### src/stream_framer_pkg.sv
// Purpose: constants and carriers for the lock-in udp stream framer
// Assumes: one 50 MHz clock, all inputs come from logic on that clock
// Notes: header layout is fixed big-endian, payload order is selectable

package stream_framer_pkg;

  localparam int BIT_OVL = 24;
  localparam int BIT_ERR = 25;
  localparam int BIT_LE = 28;
  localparam int BIT_CKSUM = 29;
  localparam logic [15:0] DEFAULT_PORT = 16'h0749;
  localparam logic [4:0] RATE_CODE_MAX = 5'h1F;
  localparam logic [1:0] HDR_LAST_BYTE = 2'h3;
  localparam logic [10:0] PAY_1024 = 11'h400;
  localparam logic [10:0] PAY_512 = 11'h200;
  localparam logic [10:0] PAY_256 = 11'h100;
  localparam logic [10:0] PAY_128 = 11'h080;

  typedef struct packed {
    logic [31:0] x;
    logic [31:0] y;
    logic [31:0] r;
    logic [31:0] th;
    logic [15:0] xi;
    logic [15:0] yi;
    logic [15:0] ri;
    logic [15:0] thi;
  } sample_s;

  typedef struct packed {
    logic in_ovl;
    logic sync_on;
    logic sync_ovl;
    logic out_ovl;
    logic pll_unlock;
    logic sync_range;
  } flags_s;

  typedef struct packed {
    logic [2:0] content;
    logic [1:0] len_code;
    logic little_end;
    logic cksum_en;
    logic [4:0] rate_base;
    logic [4:0] rate_shift;
  } cfg_s;

  typedef struct packed {
    logic [7:0] data;
    logic first;
    logic last;
  } byte_s;

  typedef enum logic [1:0] {S_IDLE, S_HDR, S_PAY, S_WAIT} state_e;

  function automatic logic [10:0] len_bytes(input logic [1:0] code);
    case (code)
      2'h0: len_bytes = PAY_1024;
      2'h1: len_bytes = PAY_512;
      2'h2: len_bytes = PAY_256;
      default: len_bytes = PAY_128;
    endcase
  endfunction : len_bytes

endpackage : stream_framer_pkg

### src/lockin_udp_stream_framer.sv
// Purpose: frames lock-in samples into udp stream payload bytes
// Assumes: network stack below takes bytes with first/last marks
// Notes: a stream disable finishes the packet under way
`timescale 1ns/100ps
`default_nettype none

module lockin_udp_stream_framer (
  input wire logic clk,
  input wire logic arst_n,
  input wire logic stream_cmd_valid,
  input wire logic stream_cmd_on,
  input wire logic [31:0] stream_cmd_ip,
  input wire logic port_cmd_valid,
  input wire logic [15:0] port_cmd_value,
  input wire stream_framer_pkg::cfg_s cfg,
  input wire stream_framer_pkg::flags_s flags,
  input wire logic sample_valid,
  input wire stream_framer_pkg::sample_s sample,
  output logic sample_ready,
  output logic out_valid,
  input wire logic out_ready,
  output stream_framer_pkg::byte_s out_byte,
  output logic [31:0] dest_ip,
  output logic [15:0] dest_port,
  output logic [31:0] header,
  output logic streaming
);
  import stream_framer_pkg::*;

  ////////////////////////////////////////////////////////////////////////////
  // state

  state_e state_reg, state_next;
  sample_s smp_reg;
  logic [31:0] hdr_reg;
  logic [7:0] counter_reg;
  logic enabled_reg;
  logic [31:0] ip_reg;
  logic [15:0] port_reg;
  logic pk_le_reg, pk_int_reg;
  logic [1:0] pk_nch_reg, pk_base_reg;
  logic [1:0] hb_reg, ch_reg, bi_reg;
  logic [10:0] pay_left_reg;
  logic smp_ready_reg;

  ////////////////////////////////////////////////////////////////////////////
  // decode

  wire restart = stream_cmd_valid & stream_cmd_on;
  wire accept = sample_valid & smp_ready_reg;
  wire start_pkt = accept & (state_reg == S_IDLE);
  wire [5:0] rate_sum = {1'b0, cfg.rate_base} + {1'b0, cfg.rate_shift};
  // clamp so a large subsample request never wraps the 5-bit code
  wire [4:0] rate_code = (rate_sum > {1'b0, RATE_CODE_MAX}) ?
                         RATE_CODE_MAX : rate_sum[4:0];
  wire ovl_now = flags.in_ovl | (flags.sync_on & flags.sync_ovl) |
                 (cfg.content[2] & flags.out_ovl);
  wire err_now = flags.pll_unlock | flags.sync_range;
  wire [7:0] cnt_use = restart ? 8'h00 : counter_reg;
  wire [31:0] hdr_next = {2'h0, cfg.cksum_en, cfg.little_end, 2'h0,
                          err_now, ovl_now, 3'h0, rate_code,
                          2'h0, cfg.len_code, 1'b0, cfg.content,
                          cnt_use};
  wire [1:0] nch_next = (cfg.content[1:0] == 2'h0) ? 2'h0 :
                        (cfg.content[1:0] == 2'h3) ? 2'h3 : 2'h1;
  wire [1:0] base_next = (cfg.content[1:0] == 2'h2) ? 2'h2 : 2'h0;

  // payload byte selection
  wire [1:0] ch_idx = 2'(pk_base_reg + ch_reg);
  wire [31:0] word_f = (ch_idx == 2'h0) ? smp_reg.x :
                       (ch_idx == 2'h1) ? smp_reg.y :
                       (ch_idx == 2'h2) ? smp_reg.r : smp_reg.th;
  wire [15:0] word_i = (ch_idx == 2'h0) ? smp_reg.xi :
                       (ch_idx == 2'h1) ? smp_reg.yi :
                       (ch_idx == 2'h2) ? smp_reg.ri : smp_reg.thi;
  wire [1:0] wb_last = pk_int_reg ? 2'h1 : 2'h3;
  wire [1:0] lane = pk_le_reg ? bi_reg : 2'(wb_last - bi_reg);
  wire [31:0] word_sel = pk_int_reg ? {16'h0000, word_i} : word_f;
  wire [31:0] pay_shift = word_sel >> {lane, 3'h0};
  wire [31:0] hdr_shift = hdr_reg >> {(HDR_LAST_BYTE - hb_reg), 3'h0};
  wire in_hdr = (state_reg == S_HDR);
  wire gen_valid = in_hdr | (state_reg == S_PAY);
  wire pay_done = (pay_left_reg == 11'h001);
  wire word_done = (bi_reg == wb_last);
  wire smp_done = word_done & (ch_reg == pk_nch_reg);
  byte_s gen_byte;
  assign gen_byte.data = in_hdr ? hdr_shift[7:0] : pay_shift[7:0];
  assign gen_byte.first = in_hdr & (hb_reg == 2'h0);
  assign gen_byte.last = ~in_hdr & pay_done;
  logic buf_ready;
  wire push = gen_valid & buf_ready;

  ////////////////////////////////////////////////////////////////////////////
  // sequencer

  always_comb begin
    state_next = state_reg;
    case (state_reg)
      S_IDLE: begin
        if (start_pkt) begin
          state_next = S_HDR;
        end
      end
      S_HDR: begin
        if (push && hb_reg == HDR_LAST_BYTE) begin
          state_next = S_PAY;
        end
      end
      S_PAY: begin
        if (push && pay_done) begin
          state_next = S_IDLE;
        end else if (push && smp_done) begin
          state_next = S_WAIT;
        end
      end
      S_WAIT: begin
        if (accept) begin
          state_next = S_PAY;
        end
      end
      default: state_next = S_IDLE;
    endcase
  end

  wire en_next = stream_cmd_valid ? stream_cmd_on : enabled_reg;
  wire ready_next = (state_next == S_WAIT) |
                    ((state_next == S_IDLE) & en_next);

  always_ff @(posedge clk or negedge arst_n) begin
    if (!arst_n) begin
      state_reg <= S_IDLE;
      enabled_reg <= 1'b0;
      smp_ready_reg <= 1'b0;
    end else begin
      state_reg <= state_next;
      enabled_reg <= en_next;
      smp_ready_reg <= ready_next;
    end
  end

  // ip and port are captured from the commands, held between packets
  always_ff @(posedge clk or negedge arst_n) begin
    if (!arst_n) begin
      ip_reg <= 32'h0000_0000;
      port_reg <= DEFAULT_PORT;
    end else begin
      if (restart) begin
        ip_reg <= stream_cmd_ip;
      end
      if (port_cmd_valid) begin
        port_reg <= port_cmd_value;
      end
    end
  end

  always_ff @(posedge clk or negedge arst_n) begin
    if (!arst_n) begin
      counter_reg <= 8'h00;
    end else if (start_pkt) begin
      counter_reg <= cnt_use + 8'h01;
    end else if (restart) begin
      counter_reg <= 8'h00;
    end
  end

  // config is frozen per packet so a mid-packet change cannot tear it
  always_ff @(posedge clk or negedge arst_n) begin
    if (!arst_n) begin
      hdr_reg <= 32'h0000_0000;
      pk_le_reg <= 1'b0;
      pk_int_reg <= 1'b0;
      pk_nch_reg <= 2'h0;
      pk_base_reg <= 2'h0;
    end else if (start_pkt) begin
      hdr_reg <= hdr_next;
      pk_le_reg <= cfg.little_end;
      pk_int_reg <= cfg.content[2];
      pk_nch_reg <= nch_next;
      pk_base_reg <= base_next;
    end
  end

  always_ff @(posedge clk or negedge arst_n) begin
    if (!arst_n) begin
      smp_reg <= '0;
    end else if (accept) begin
      smp_reg <= sample;
    end
  end

  always_ff @(posedge clk or negedge arst_n) begin
    if (!arst_n) begin
      hb_reg <= 2'h0;
      pay_left_reg <= 11'h000;
    end else if (start_pkt) begin
      hb_reg <= 2'h0;
      pay_left_reg <= len_bytes(cfg.len_code);
    end else if (push) begin
      hb_reg <= in_hdr ? hb_reg + 2'h1 : hb_reg;
      pay_left_reg <= in_hdr ? pay_left_reg : pay_left_reg - 11'h001;
    end
  end

  always_ff @(posedge clk or negedge arst_n) begin
    if (!arst_n) begin
      ch_reg <= 2'h0;
      bi_reg <= 2'h0;
    end else if (start_pkt) begin
      ch_reg <= 2'h0;
      bi_reg <= 2'h0;
    end else if (push && !in_hdr) begin
      bi_reg <= word_done ? 2'h0 : bi_reg + 2'h1;
      ch_reg <= smp_done ? 2'h0 : (word_done ? ch_reg + 2'h1 : ch_reg);
    end
  end

  ////////////////////////////////////////////////////////////////////////////
  // two-entry skid buffer: one byte per cycle covers 50 MB/s at 50 MHz

  byte_s head_reg, skid_reg;
  logic head_valid_reg, skid_valid_reg;
  wire pop = head_valid_reg & out_ready;
  wire head_free = ~head_valid_reg | pop;
  assign buf_ready = ~skid_valid_reg;

  always_ff @(posedge clk or negedge arst_n) begin
    if (!arst_n) begin
      head_reg <= '0;
      head_valid_reg <= 1'b0;
      skid_reg <= '0;
      skid_valid_reg <= 1'b0;
    end else if (head_free) begin
      head_reg <= skid_valid_reg ? skid_reg : gen_byte;
      head_valid_reg <= skid_valid_reg | push;
      skid_valid_reg <= 1'b0;
    end else if (push) begin
      skid_reg <= gen_byte;
      skid_valid_reg <= 1'b1;
    end
  end

  ////////////////////////////////////////////////////////////////////////////
  // outputs

  assign sample_ready = smp_ready_reg;
  assign out_valid = head_valid_reg;
  assign out_byte = head_reg;
  assign dest_ip = ip_reg;
  assign dest_port = port_reg;
  assign header = hdr_reg;
  assign streaming = enabled_reg;

  ////////////////////////////////////////////////////////////////////////////
  // checks

  a_hdr_zero_bits: assert property (@(posedge clk)
    disable iff (!arst_n)
    start_pkt |=> (hdr_reg[31:30] == 2'h0) && (hdr_reg[27:26] == 2'h0)
      && (hdr_reg[23:21] == 3'h0) && (hdr_reg[15:14] == 2'h0))
    else $error("undefined header bits not zero");

  a_hdr_first_byte: assert property (@(posedge clk)
    disable iff (!arst_n)
    (push && gen_byte.first) |-> gen_byte.data == hdr_reg[31:24])
    else $error("header not sent high byte first");

  a_counter_step: assert property (@(posedge clk)
    disable iff (!arst_n)
    (start_pkt && !restart) |=>
      hdr_reg[7:0] == $past(counter_reg)
      && counter_reg == $past(counter_reg) + 8'h01)
    else $error("packet counter did not advance by one");

  a_counter_restart: assert property (@(posedge clk)
    disable iff (!arst_n)
    (restart && start_pkt) |=> hdr_reg[7:0] == 8'h00)
    else $error("counter not restarted on enable");

  a_len_load: assert property (@(posedge clk)
    disable iff (!arst_n)
    start_pkt |=> pay_left_reg == (11'h400 >> hdr_reg[13:12]))
    else $error("payload length does not match length code");

  a_endian_bits: assert property (@(posedge clk)
    disable iff (!arst_n)
    (state_reg == S_PAY) |-> hdr_reg[BIT_LE] == pk_le_reg
      && hdr_reg[11:8] == {1'b0, pk_int_reg, 2'h0}
         + {2'h0, pk_base_reg == 2'h2 ? 2'h2 : pk_nch_reg})
    else $error("header endian or content disagrees with payload");

  a_ovl_flag: assert property (@(posedge clk)
    disable iff (!arst_n)
    start_pkt |=> hdr_reg[BIT_OVL] == $past(ovl_now)
      && hdr_reg[BIT_ERR] == $past(err_now)
      && hdr_reg[BIT_CKSUM] == $past(cfg.cksum_en))
    else $error("status flags not taken at first sample");

  a_rate_clamp: assert property (@(posedge clk)
    disable iff (!arst_n)
    start_pkt |=> hdr_reg[20:16] == ($past(rate_sum) > 6'h1F ?
      5'h1F : $past(rate_sum[4:0])))
    else $error("rate code not the subsampled rate");

  a_le_int_swap: assert property (@(posedge clk)
    disable iff (!arst_n)
    (push && state_reg == S_PAY && pk_int_reg && !pk_le_reg
      && bi_reg == 2'h0) |-> gen_byte.data == word_i[15:8])
    else $error("integer high byte not first in big-endian");

  a_out_hold: assert property (@(posedge clk)
    disable iff (!arst_n)
    (out_valid && !out_ready) |=> out_valid && $stable(out_byte))
    else $error("output byte changed while stalled");

  a_port_load: assert property (@(posedge clk)
    disable iff (!arst_n)
    port_cmd_valid |=> dest_port == $past(port_cmd_value))
    else $error("destination port not taken");

  a_ip_load: assert property (@(posedge clk)
    disable iff (!arst_n)
    restart |=> dest_ip == $past(stream_cmd_ip))
    else $error("destination ip not taken from enable");

  // a disabled, idle framer must not take a sample
  a_ready_off: assert property (@(posedge clk)
    disable iff (!arst_n)
    (state_reg == S_IDLE && !enabled_reg) |-> !sample_ready)
    else $error("sample taken while stream disabled");

  a_busy_no_take: assert property (@(posedge clk)
    disable iff (!arst_n)
    (state_reg == S_HDR || state_reg == S_PAY) |-> !sample_ready)
    else $error("sample ready while bytes still pending");

  a_pkt_end: assert property (@(posedge clk)
    disable iff (!arst_n)
    (push && state_reg == S_PAY && pay_done) |->
      gen_byte.last ##1 state_reg == S_IDLE)
    else $error("packet did not end on its final byte");

  a_float_lane: assert property (@(posedge clk)
    disable iff (!arst_n)
    (push && state_reg == S_PAY && !pk_int_reg && bi_reg == 2'h0) |->
      gen_byte.data == (pk_le_reg ? word_f[7:0] : word_f[31:24]))
    else $error("float word not started on the right byte");

  a_skid_keep: assert property (@(posedge clk)
    disable iff (!arst_n)
    (push && !head_free) |=> skid_valid_reg && skid_reg == $past(gen_byte))
    else $error("byte lost while output stalled");

endmodule : lockin_udp_stream_framer

`default_nettype wire

### config.mk
export PLATFORM = sky130hd
export DESIGN_NAME = lockin_udp_stream_framer
export DESIGN_NICKNAME = d
export VERILOG_FILES = /design/src/stream_framer_pkg.sv /design/src/lockin_udp_stream_framer.sv
export SDC_FILE = /design/constraint.sdc
export NUM_CORES = 1
export LEC_CHECK = 0
export BUFFER_PORTS_ARGS = -buffer_cell sky130_fd_sc_hd__clkbuf_2
export CORE_MARGIN = 2
export CORE_UTILIZATION = 55
export DETAILED_ROUTE_END_ITERATION = 6
export PLACE_DENSITY = 0.82
export SLEW_MARGIN = 10
export SYNTH_ARGS = -nofsm -noshare
export SYNTH_HDL_FRONTEND = slang
export SYNTH_SLANG_ARGS = --single-unit
### constraint.sdc
create_clock -name clk -period 5.4 [get_ports clk]
set_input_delay 1.08 -clock clk [delete_from_list [all_inputs] [get_ports clk]]
set_output_delay 1.08 -clock clk [all_outputs]
set_load 0.01 [all_outputs]
==> summary.md, run 1 <==
| Metric | Value |
|---|---|
| Tightest Hold Check Type | flip-flop to flip-flop |
| Via count | 11.1k |
| Area leader, netlist | dfrtp_1 |
| Post-Synth Adder-Cell Area | 1.41% |
| CTS buffer count | 35 |
| Total negative slack | 0 ps |
| Clock Path Buffers | 3 |
| Clk sinks | 316 |
| DRC errors left | 0 |
| Fin area | 17900 um2 |
| Area Growth Syn to Fin | 21.6% |
| Net count, final | 1860 |
| Fin cells | 1941 |
| Worst hold slack | 477 ps |
| Share of flip-flops with an asynchronous set or reset | 100% |
| Max H-tree Level | 2 |
| FF-to-FF End | out_byte[5] |
| Power per cell area | 584 nW/um2 |
| Setup slack, reg-to-reg | 2300 ps |
| Top_reg_cell synth | dfrtp_1 |
| Syn Inst Count | 1255 |
| PostCTS Resize Cnt | 0 |
| Largest register FFs | 192 |
| MaxCap Viol Count | 0 |
| HPWL Detailed | 26600 um |
| Ports | 363 |
| Setup violators final | 0 |
| Multi-input gate area | 6340 um2 |
| Post-synthesis sequential area ratio | 53.8% |
| R2R depth | 7 |
| CTS Root Cell | clkbuf_16 |
| Initial antenna violation count | 8 |
| Pin count of the biggest net entering global routing | 139 |
| Fin util | 68.3% |
| WL final | 37800 um |
| Relative slew slack | 26.6% |
| Synth Area in Compound Gates | 7.90% |
| CTS tree | yes |
| Global-route wire length before repair | 60300 um |
| Setup bufs post-CTS | 0 |
| Hold_buf cts | 0 |
| Mapped Area | 14700 um2 |
| Syn Area/Cell | 11.7 um2 |
| Crit path launch | ch_reg[1] |
| Simple-Gate Fraction of Synth Area | 10.1% |
| Synth Warn # | 0 |
| Routed Antenna Nets | 0 |
| WP data required | 5840 ps |
| Critical path endpoint category | flip-flop |
| Slew Limit Fails | 0 |
| P_leak | 8.52 nW |
| Post-synthesis cell type count | 69 |
| Critical path type | flip-flop to flip-flop |
| Period utilization | 57.5% |
| Tmin final | 3100 ps |
| Filler cells | 1919 |
| Fmax | 322 MHz |
| Grt ovf | 0 |
| Status | complete, no violations |
| Tot GR Track Use | 27.2% |
| Num rows | 59 |
| Vias per inst | 5.70 |
| Worst-skew pair later-pin latency | 530 ps |
| Port Buf Inserts | 352 |
| Clock-pin slew of the registers on the worst-case setup and hold paths | 70 ps |
| DRT Pass-1 Iters | 5 |
| Synth top area cells | dfrtp_1, mux2_2, nand2_1, mux4_2, o21ai_0 |
| CORE AREA | 26200 um2 |
| Hold Path Stages | 2 |
| Final Hold Viols | 0 |
| Post-synth EDFFs | 0 |
| Area after DPL | 16700 um2 |
| DRT iter0 DRCs | 687 |
| Vias in the first global route | 11.5k |
| Inst Count DP | 1872 |
| Hold EP | dest_ip[13] |
| Worst hold path startpoint | dest_ip[13] |
| Worst IR Drop VDD | 0.412 mV |
| Die Y | 168 um |
| Largest family of logic cells by synthesized area | multiplexers |
| Xor and xnor area share after synthesis | 1.31% |
| Crit path arrival time | 3540 ps |
| Least-Margin Pin Slew | 1100 ps |
| Layout cell share with drive strength beyond 1 | 43.0% |
| FF+latch count, synth | 316 |
| Sequential cell area | 7920 um2 |
| Startpoint Class | flip-flop |
| RSZ-0062 raised after global routing | false |
| Initial Utilization | 56.2% |
| Die span in x | 168 um |
| Die Area | 28100 um2 |
| Gpl congestion | 0.870 |
| Multiplexer share of the synthesized area | 21.8% |
| Critical R2R Launch | ch_reg[1] |
| Clock skew | 18.0 ps |
| Drt wl/cell | 19.5 um |
| Post-synth top area share | 52.7% |
| Max FO, Critical Path | 36 |
==> power breakdown <==
part	leakage [nW]	switching, mW	total, mW	internal [mW]
combinational	4.11	2.08	3.95	1.87
clock	0.604	0.981	2.51	1.53
sequential	3.81	0.637	3.99	3.35
==> Yosys cell counts, drive strengths merged, types with 15 or more instances <==
master    n
dfrtp   310
nand2   228
mux2    216
o21ai    66
clkbuf   54
a21oi    44
nor2     38
buf      35
mux4     29
nor3     24
inv      23
a31oi    16
ha       15
nand3    15
==> cells by family after synthesis <==
group / count (synthesis)
simple gates: 350
flops: 316
mux: 257
compound gates: 182
buf+inv: 114
xor+xnor: 19
fa+ha+maj: 16
other cells: 1
==> placed cells by master, fill, tap and decap left out, types with 8 or more instances in the layout <==
| cell type | n |
|---|---|
| clkbuf_8 | 9 |
| a31oi_1 | 16 |
| mux4_2 | 28 |
| clkbuf_16 | 35 |
| a311oi_1 | 8 |
| mux2_2 | 214 |
| o21ai_0 | 47 |
| a21oi_1 | 43 |
| ha_1 | 15 |
| xor2_1 | 9 |
| nor3_1 | 23 |
| nor2_1 | 38 |
| o21ai_1 | 19 |
| mux2i_1 | 12 |
| conb_1 | 10 |
| dfrtp_1 | 309 |
| nand3_1 | 15 |
| or3_1 | 12 |
| clkbuf_2 | 351 |
| inv_1 | 22 |
| nand2_1 | 226 |
==> stage by stage <==
stage	setup WS, ps	total power [mW]
finish	2300	10.5
floorplan	3030	6.71
CTS	2320	10.5
detailed placement	2110	7.91
global route	2120	11.0
global placement	2190	7.73
==> how the worst max path moves through the flow <==
stage / end / slack (ps) / depth (start not counted)
2_1_floorplan: counter_reg[6] / 3030 / 8
4_1_cts: out_byte[9] / 2320 / 7
3_5_place_dp: counter_reg[6] / 2110 / 8
3_3_place_gp: counter_reg[6] / 2190 / 8
5_1_grt: out_byte[9] / 2120 / 7
6_report: out_byte[5] / 2300 / 7
==> layer usage <==
metal	GRT usage [%]	vias up	wire, um
li1	-	5050	-
met4	12.7	0	1780
met1	35.7	5460	15200
met5	0	-	0
met2	44.0	445	18300
met3	5.44	104	2560
==> worst max-delay path, stage by stage (launching register included) <==
cell and delay, ps:
dfrtp_1 550, xnor2_4 690, buf_4 520, mux4_2 320, a21oi_1 80, a211oi_1 590
a211oi_2 80, a21oi_1 160
==> cell type report <==
| type | count | area share [%] |
|---|---|---|
| Sequential cell | 316 | 44.2 |
| Multi-Input combinational cell | 834 | 35.4 |
| Timing Repair Buffer | 362 | 10.5 |
| Clock buffer | 49 | 5.69 |
| Tap cell | 335 | 2.34 |
| Clock inverter | 13 | 1.18 |
| Inverter | 25 | 0.524 |
| Antenna cell | 7 | 0.0978 |
(Power assumes the default switching activity.)
==> run 2, diff against run 1 <==
--- a/config.mk
+++ b/config.mk
@@ -7,9 +7,9 @@
 export LEC_CHECK = 0
 export BUFFER_PORTS_ARGS = -buffer_cell sky130_fd_sc_hd__clkbuf_2
 export CORE_MARGIN = 2
-export CORE_UTILIZATION = 55
+export CORE_UTILIZATION = 54
 export DETAILED_ROUTE_END_ITERATION = 6
-export PLACE_DENSITY = 0.82
+export PLACE_DENSITY = 0.81
 export SLEW_MARGIN = 10
 export SYNTH_ARGS = -nofsm -noshare
 export SYNTH_HDL_FRONTEND = slang
==> constraint.sdc (replaced) <==
create_clock -name clk -period 3.1 [get_ports clk]
set_input_delay 0.62 -clock clk [delete_from_list [all_inputs] [get_ports clk]]
set_output_delay 0.62 -clock clk [all_outputs]
set_load 0.01 [all_outputs]
==> summary.md, run 2 (synthesis gave the netlist of run 1 again) <==
| Metric | Value |
|---|---|
| Tightest Hold Check Type | input port to asynchronous set/reset pin |
| DRC errors left | 0 |
| Clock skew | 25.5 ps |
| Via count | 11.2k |
| Crit path arrival time | 3270 ps |
| Status | complete, no violations |
| Die Area | 28600 um2 |
| Period utilization | 92.4% |
| Max FO, Critical Path | 34 |
| Max H-tree Level | 2 |
| Gpl congestion | 0.907 |
| Routed Antenna Nets | 0 |
| CP max stage cell | xnor2_4 |
| Overall power | 18.1 mW |
| Clock-pin slew of the registers on the worst-case setup and hold paths | 60 ps |
| Area Growth Syn to Fin | 22.0% |
| Least-Margin Pin Slew | 907 ps |
| Num rows | 60 |
| Inst Count DP | 1894 |
| Largest register FFs | 192 |
| Setup bufs post-CTS | 0 |
| R2R depth | 7 |
| Critical-path cell list | xnor2_4 -> buf_12 -> mux4_2 -> a211o_1 -> a21oi_1 -> o32a_1 -> o21ai_1 |
| CTS tree | yes |
| WP data required | 3510 ps |
| MaxCap Viol Count | 0 |
| CTS buffer count | 35 |
| Startpoint Class | flip-flop |
| Global-route wire length before repair | 62300 um |
| Worst setup margin | 235 ps |
| Initial antenna violation count | 1 |
| Max stage delay on crit path | 800 ps |
| Ports | 363 |
| Hold_buf cts | 0 |
| Slew Limit Fails | 0 |
| Fin area | 18000 um2 |
| DRT Pass-1 Iters | 5 |
| Critical path type | flip-flop to flip-flop |
| Clk sinks | 316 |
| Vias in the first global route | 11.3k |
| DRT iter0 DRCs | 980 |
| Layout cell share with drive strength beyond 1 | 43.1% |
| Die span in x | 169 um |
| Tmin final | 2870 ps |
| HPWL Detailed | 29300 um |
| Fin cells | 1956 |
| Net count, final | 1876 |
| Worst IR Drop VDD | 0.544 mV |
| CTS Root Cell | clkbuf_16 |
| Most frequent cells in the layout | clkbuf_2, dfrtp_1, nand2_1, mux2_2, o21ai_0 |
| Fmax | 349 MHz |
| Worst-skew pair later-pin latency | 530 ps |
| Total negative slack | 0 ps |
| Relative slew slack | 39.6% |
| RSZ-0062 raised after global routing | false |
| P_leak | 8.56 nW |
| Clock Path Buffers | 3 |
| Tot GR Track Use | 28.0% |
| Drt wl/cell | 20.2 um |
| Setup violators final | 0 |
| Pin count of the biggest net entering global routing | 62 |
| Top cell family by delay on the critical path | XOR/XNOR gates |
| WL final | 39600 um |
| Critical path endpoint category | flip-flop |
| Leading cell type in the layout, fill and taps excluded | clkbuf_2 |
| Dpl ws | 283 ps |
| Critical path depth | 7 |
| Initial Utilization | 54.8% |
| Grt ovf | 0 |
| Worst path bufs/invs | 1 |
| PostCTS Resize Cnt | 0 |
| Vias per inst | 5.74 |
| Fin util | 66.8% |
| Die Y | 169 um |
| Final Hold Viols | 0 |
| Power per cell area | 1010 nW/um2 |
| CORE AREA | 26900 um2 |
| Worst hold slack | 64.1 ps |
| Port Buf Inserts | 352 |
| Area after DPL | 16800 um2 |
-- run 2: metal layers --
layer  vias to the layer above  routed length (um)  track usage (%)
li1                       5085                   -                -
met1                      5585               15700             36.8
met2                       464               20100             47.8
met3                        88                2650             4.79
met4                         0                1200             8.81
met5                         -                   0                0
-- run 2: path summary, 6_finish.rpt --
path / startpoint / endpoint / slack, ps
max: ch_reg[1] / out_byte[4] / 230
min: arst_n / header[20] / 60
max reg2reg: ch_reg[1] / out_byte[4] / 230
min reg2reg: dest_ip[17] / dest_ip[17] / 470
max in group asynchronous: arst_n / dest_port[3] / 2180
min in group clk: stream_cmd_ip[22] / dest_ip[22] / 300
-- run 2: final cells by class --
class / count / area, um2
tap: 341 / 427
fill: 2023 / 8920
sequential: 316 / 7920
clock inverter: 9 / 88.8
multi-input combinational: 834 / 6340
inverter: 25 / 93.8
clock buffer: 52 / 1020
antenna: 1 / 2.50
timing repair buffer: 378 / 2070
-- run 2: power by group --
part | leakage [nW] | internal [mW] | switching (mW)
sequential | 3.81 | 5.85 | 1.35
combinational | 4.21 | 3.37 | 3.53
clock | 0.551 | 2.37 | 1.64
total | 8.56 | 11.6 | 6.52
-- run 2: worst reg2reg max path, delay by kind of cell (launching register included) --
kind / cells / cell delay [ps]
DFF: 1 / 540
AOI/OAI and AO/OA: 4 / 790
xor gates and xnor gates: 1 / 800
buffers and inverters: 1 / 300
muxes: 1 / 340
==> run 3, diff against run 2 <==
--- a/config.mk
+++ b/config.mk
@@ -8,8 +8,9 @@
 export BUFFER_PORTS_ARGS = -buffer_cell sky130_fd_sc_hd__clkbuf_2
 export CORE_MARGIN = 2
 export CORE_UTILIZATION = 54
+export CTS_CLUSTER_SIZE = 10
 export DETAILED_ROUTE_END_ITERATION = 6
-export PLACE_DENSITY = 0.81
+export PLACE_DENSITY = 0.78
 export SLEW_MARGIN = 10
 export SYNTH_ARGS = -nofsm -noshare
 export SYNTH_HDL_FRONTEND = slang
==> summary.md, run 3 (synthesis gave the netlist of run 1 again) <==
| Metric | Value |
|---|---|
| Critical-path cell list | xnor2_4 -> buf_4 -> mux4_2 -> nand2_1 -> a21oi_1 -> a211oi_1 -> a21oi_1 |
| Vias per inst | 5.74 |
| Area Growth Syn to Fin | 21.5% |
| Period utilization | 90.3% |
| WP data required | 3480 ps |
| Worst IR Drop VDD | 0.554 mV |
| Max stage delay on crit path | 760 ps |
| Status | complete, no violations |
| Fin area | 17900 um2 |
| Clk sinks | 316 |
| CTS Root Cell | clkbuf_16 |
| Initial Utilization | 54.8% |
| Ports | 363 |
| Clock-pin slew of the registers on the worst-case setup and hold paths | 60 ps |
| Tmin final | 2800 ps |
| HPWL Detailed | 29100 um |
| Num rows | 60 |
| Critical path type | flip-flop to flip-flop |
| Most frequent cells in the layout | clkbuf_2, dfrtp_1, nand2_1, mux2_2, o21ai_0 |
| R2R depth | 7 |
| Fmax | 357 MHz |
| Setup bufs post-CTS | 0 |
| CP max stage cell | xnor2_4 |
| Pin count of the biggest net entering global routing | 85 |
| Die span in x | 169 um |
| Worst path bufs/invs | 1 |
| Global-route wire length before repair | 61800 um |
| DRT iter0 DRCs | 678 |
| Crit-path most repeated cell | a21oi_1 |
| Final Hold Viols | 0 |
| Dpl ws | 302 ps |
| Port Buf Inserts | 352 |
| Tot GR Track Use | 27.7% |
| Relative slew slack | 39.4% |
| Area after DPL | 16900 um2 |
| Setup slack, reg-to-reg | 300 ps |
| RSZ-0062 raised after global routing | false |
| CORE AREA | 26900 um2 |
| Power per cell area | 996 nW/um2 |
| Layout cell share with drive strength beyond 1 | 42.8% |
| Grt ovf | 0 |
| Critical path endpoint category | flip-flop |
| Gpl congestion | 0.913 |
| Net count, final | 1883 |
| PostCTS Resize Cnt | 0 |
| DRC errors left | 0 |
| Filler cells | 2045 |
| P_leak | 8.52 nW |
| Drt wl/cell | 20.0 um |
| DRT Pass-1 Iters | 4 |
| Critical R2R Launch | pk_base_reg[1] |
| Worst setup margin | 300 ps |
| CTS tree | yes |
| Least-Margin Pin Slew | 910 ps |
| Routed Antenna Nets | 0 |
| Overall power | 17.8 mW |
| Max FO, Critical Path | 29 |
| Crit path arrival time | 3180 ps |
| Clock Path Buffers | 3 |
| Worst-skew pair later-pin latency | 520 ps |
| Hold_buf cts | 0 |
| Worst hold slack | 93.3 ps |
| Vias in the first global route | 11.5k |
| Die Area | 28600 um2 |
| Die Y | 169 um |
| Setup violators final | 0 |
| Via count | 11.2k |
| Max H-tree Level | 2 |
| Slew Limit Fails | 0 |
| Startpoint Class | flip-flop |
| MaxCap Viol Count | 0 |
| Total negative slack | 0 ps |
| CTS buffer count | 37 |
| Tightest Hold Check Type | input port to asynchronous set/reset pin |
| Clock skew | 17.2 ps |
| FF-to-FF End | out_byte[6] |
| Largest register FFs | 192 |
| Top cell family by delay on the critical path | XOR/XNOR gates |
| Leading cell type in the layout, fill and taps excluded | clkbuf_2 |
| WL final | 39100 um |
| Initial antenna violation count | 8 |
==> run 3: per-stage QoR <==
step	std cells	utilization [%]
floorplan	1264	-
global placement	1899	62.7
detailed placement	1899	62.7
CTS	1949	66.5
global route	1951	66.5
finish	1953	66.5
==> run 3: worst max-delay path by stage <==
| stage | startpoint | end | cells after the start |
|---|---|---|---|
| detailed placement | pk_base_reg[1] | out_byte[3] | 7 |
| global placement | pk_base_reg[1] | out_byte[6] | 7 |
| CTS | pk_base_reg[1] | out_byte[6] | 7 |
| floorplan | header[28] | out_byte[6] | 8 |
| finish | pk_base_reg[1] | out_byte[6] | 7 |
| global route | pk_base_reg[1] | out_byte[9] | 7 |
==> run 3: layer usage <==
| metal | up-vias | track usage [%] | part of all wire (%) |
|---|---|---|---|
| li1 | 5097 | - | - |
| met5 | - | 0 | 0.12 |
| met3 | 102 | 8.00 | 8.3 |
| met4 | 6 | 11.7 | 4.0 |
| met1 | 5545 | 34.3 | 38 |
| met2 | 452 | 45.8 | 49 |
==> run 3: worst register-to-register path, delay by kind of cell, from the launching register on <==
kind,cells,cell delay (ps)
xor gates and xnor gates,1,760
muxes,1,520
DFF,1,500
AOI/OAI and AO/OA,3,490
buffers and inverters,1,320
and+or+nand+nor,1,80
==> run 3: cell type report <==
cell class              instances  area [um2]  area share (%)
multi-input cells             834        6340            35.4
diodes                          4        10.0          0.0560
clock buffers                  49        1000            5.60
flip-flops and latches        316        7920            44.3
clock inverters                 1        16.3          0.0910
repair buffers                383        2080            11.6
well taps                     341         427            2.39
inverters                      25        93.8           0.525
==> run 3: power by group <==
| group | total [mW] | switching [mW] | leakage (nW) | internal, mW |
|---|---|---|---|---|
| clock | 3.80 | 1.57 | 0.494 | 2.23 |
| sequential | 7.15 | 1.30 | 3.81 | 5.85 |
| combinational | 6.86 | 3.49 | 4.22 | 3.37 |
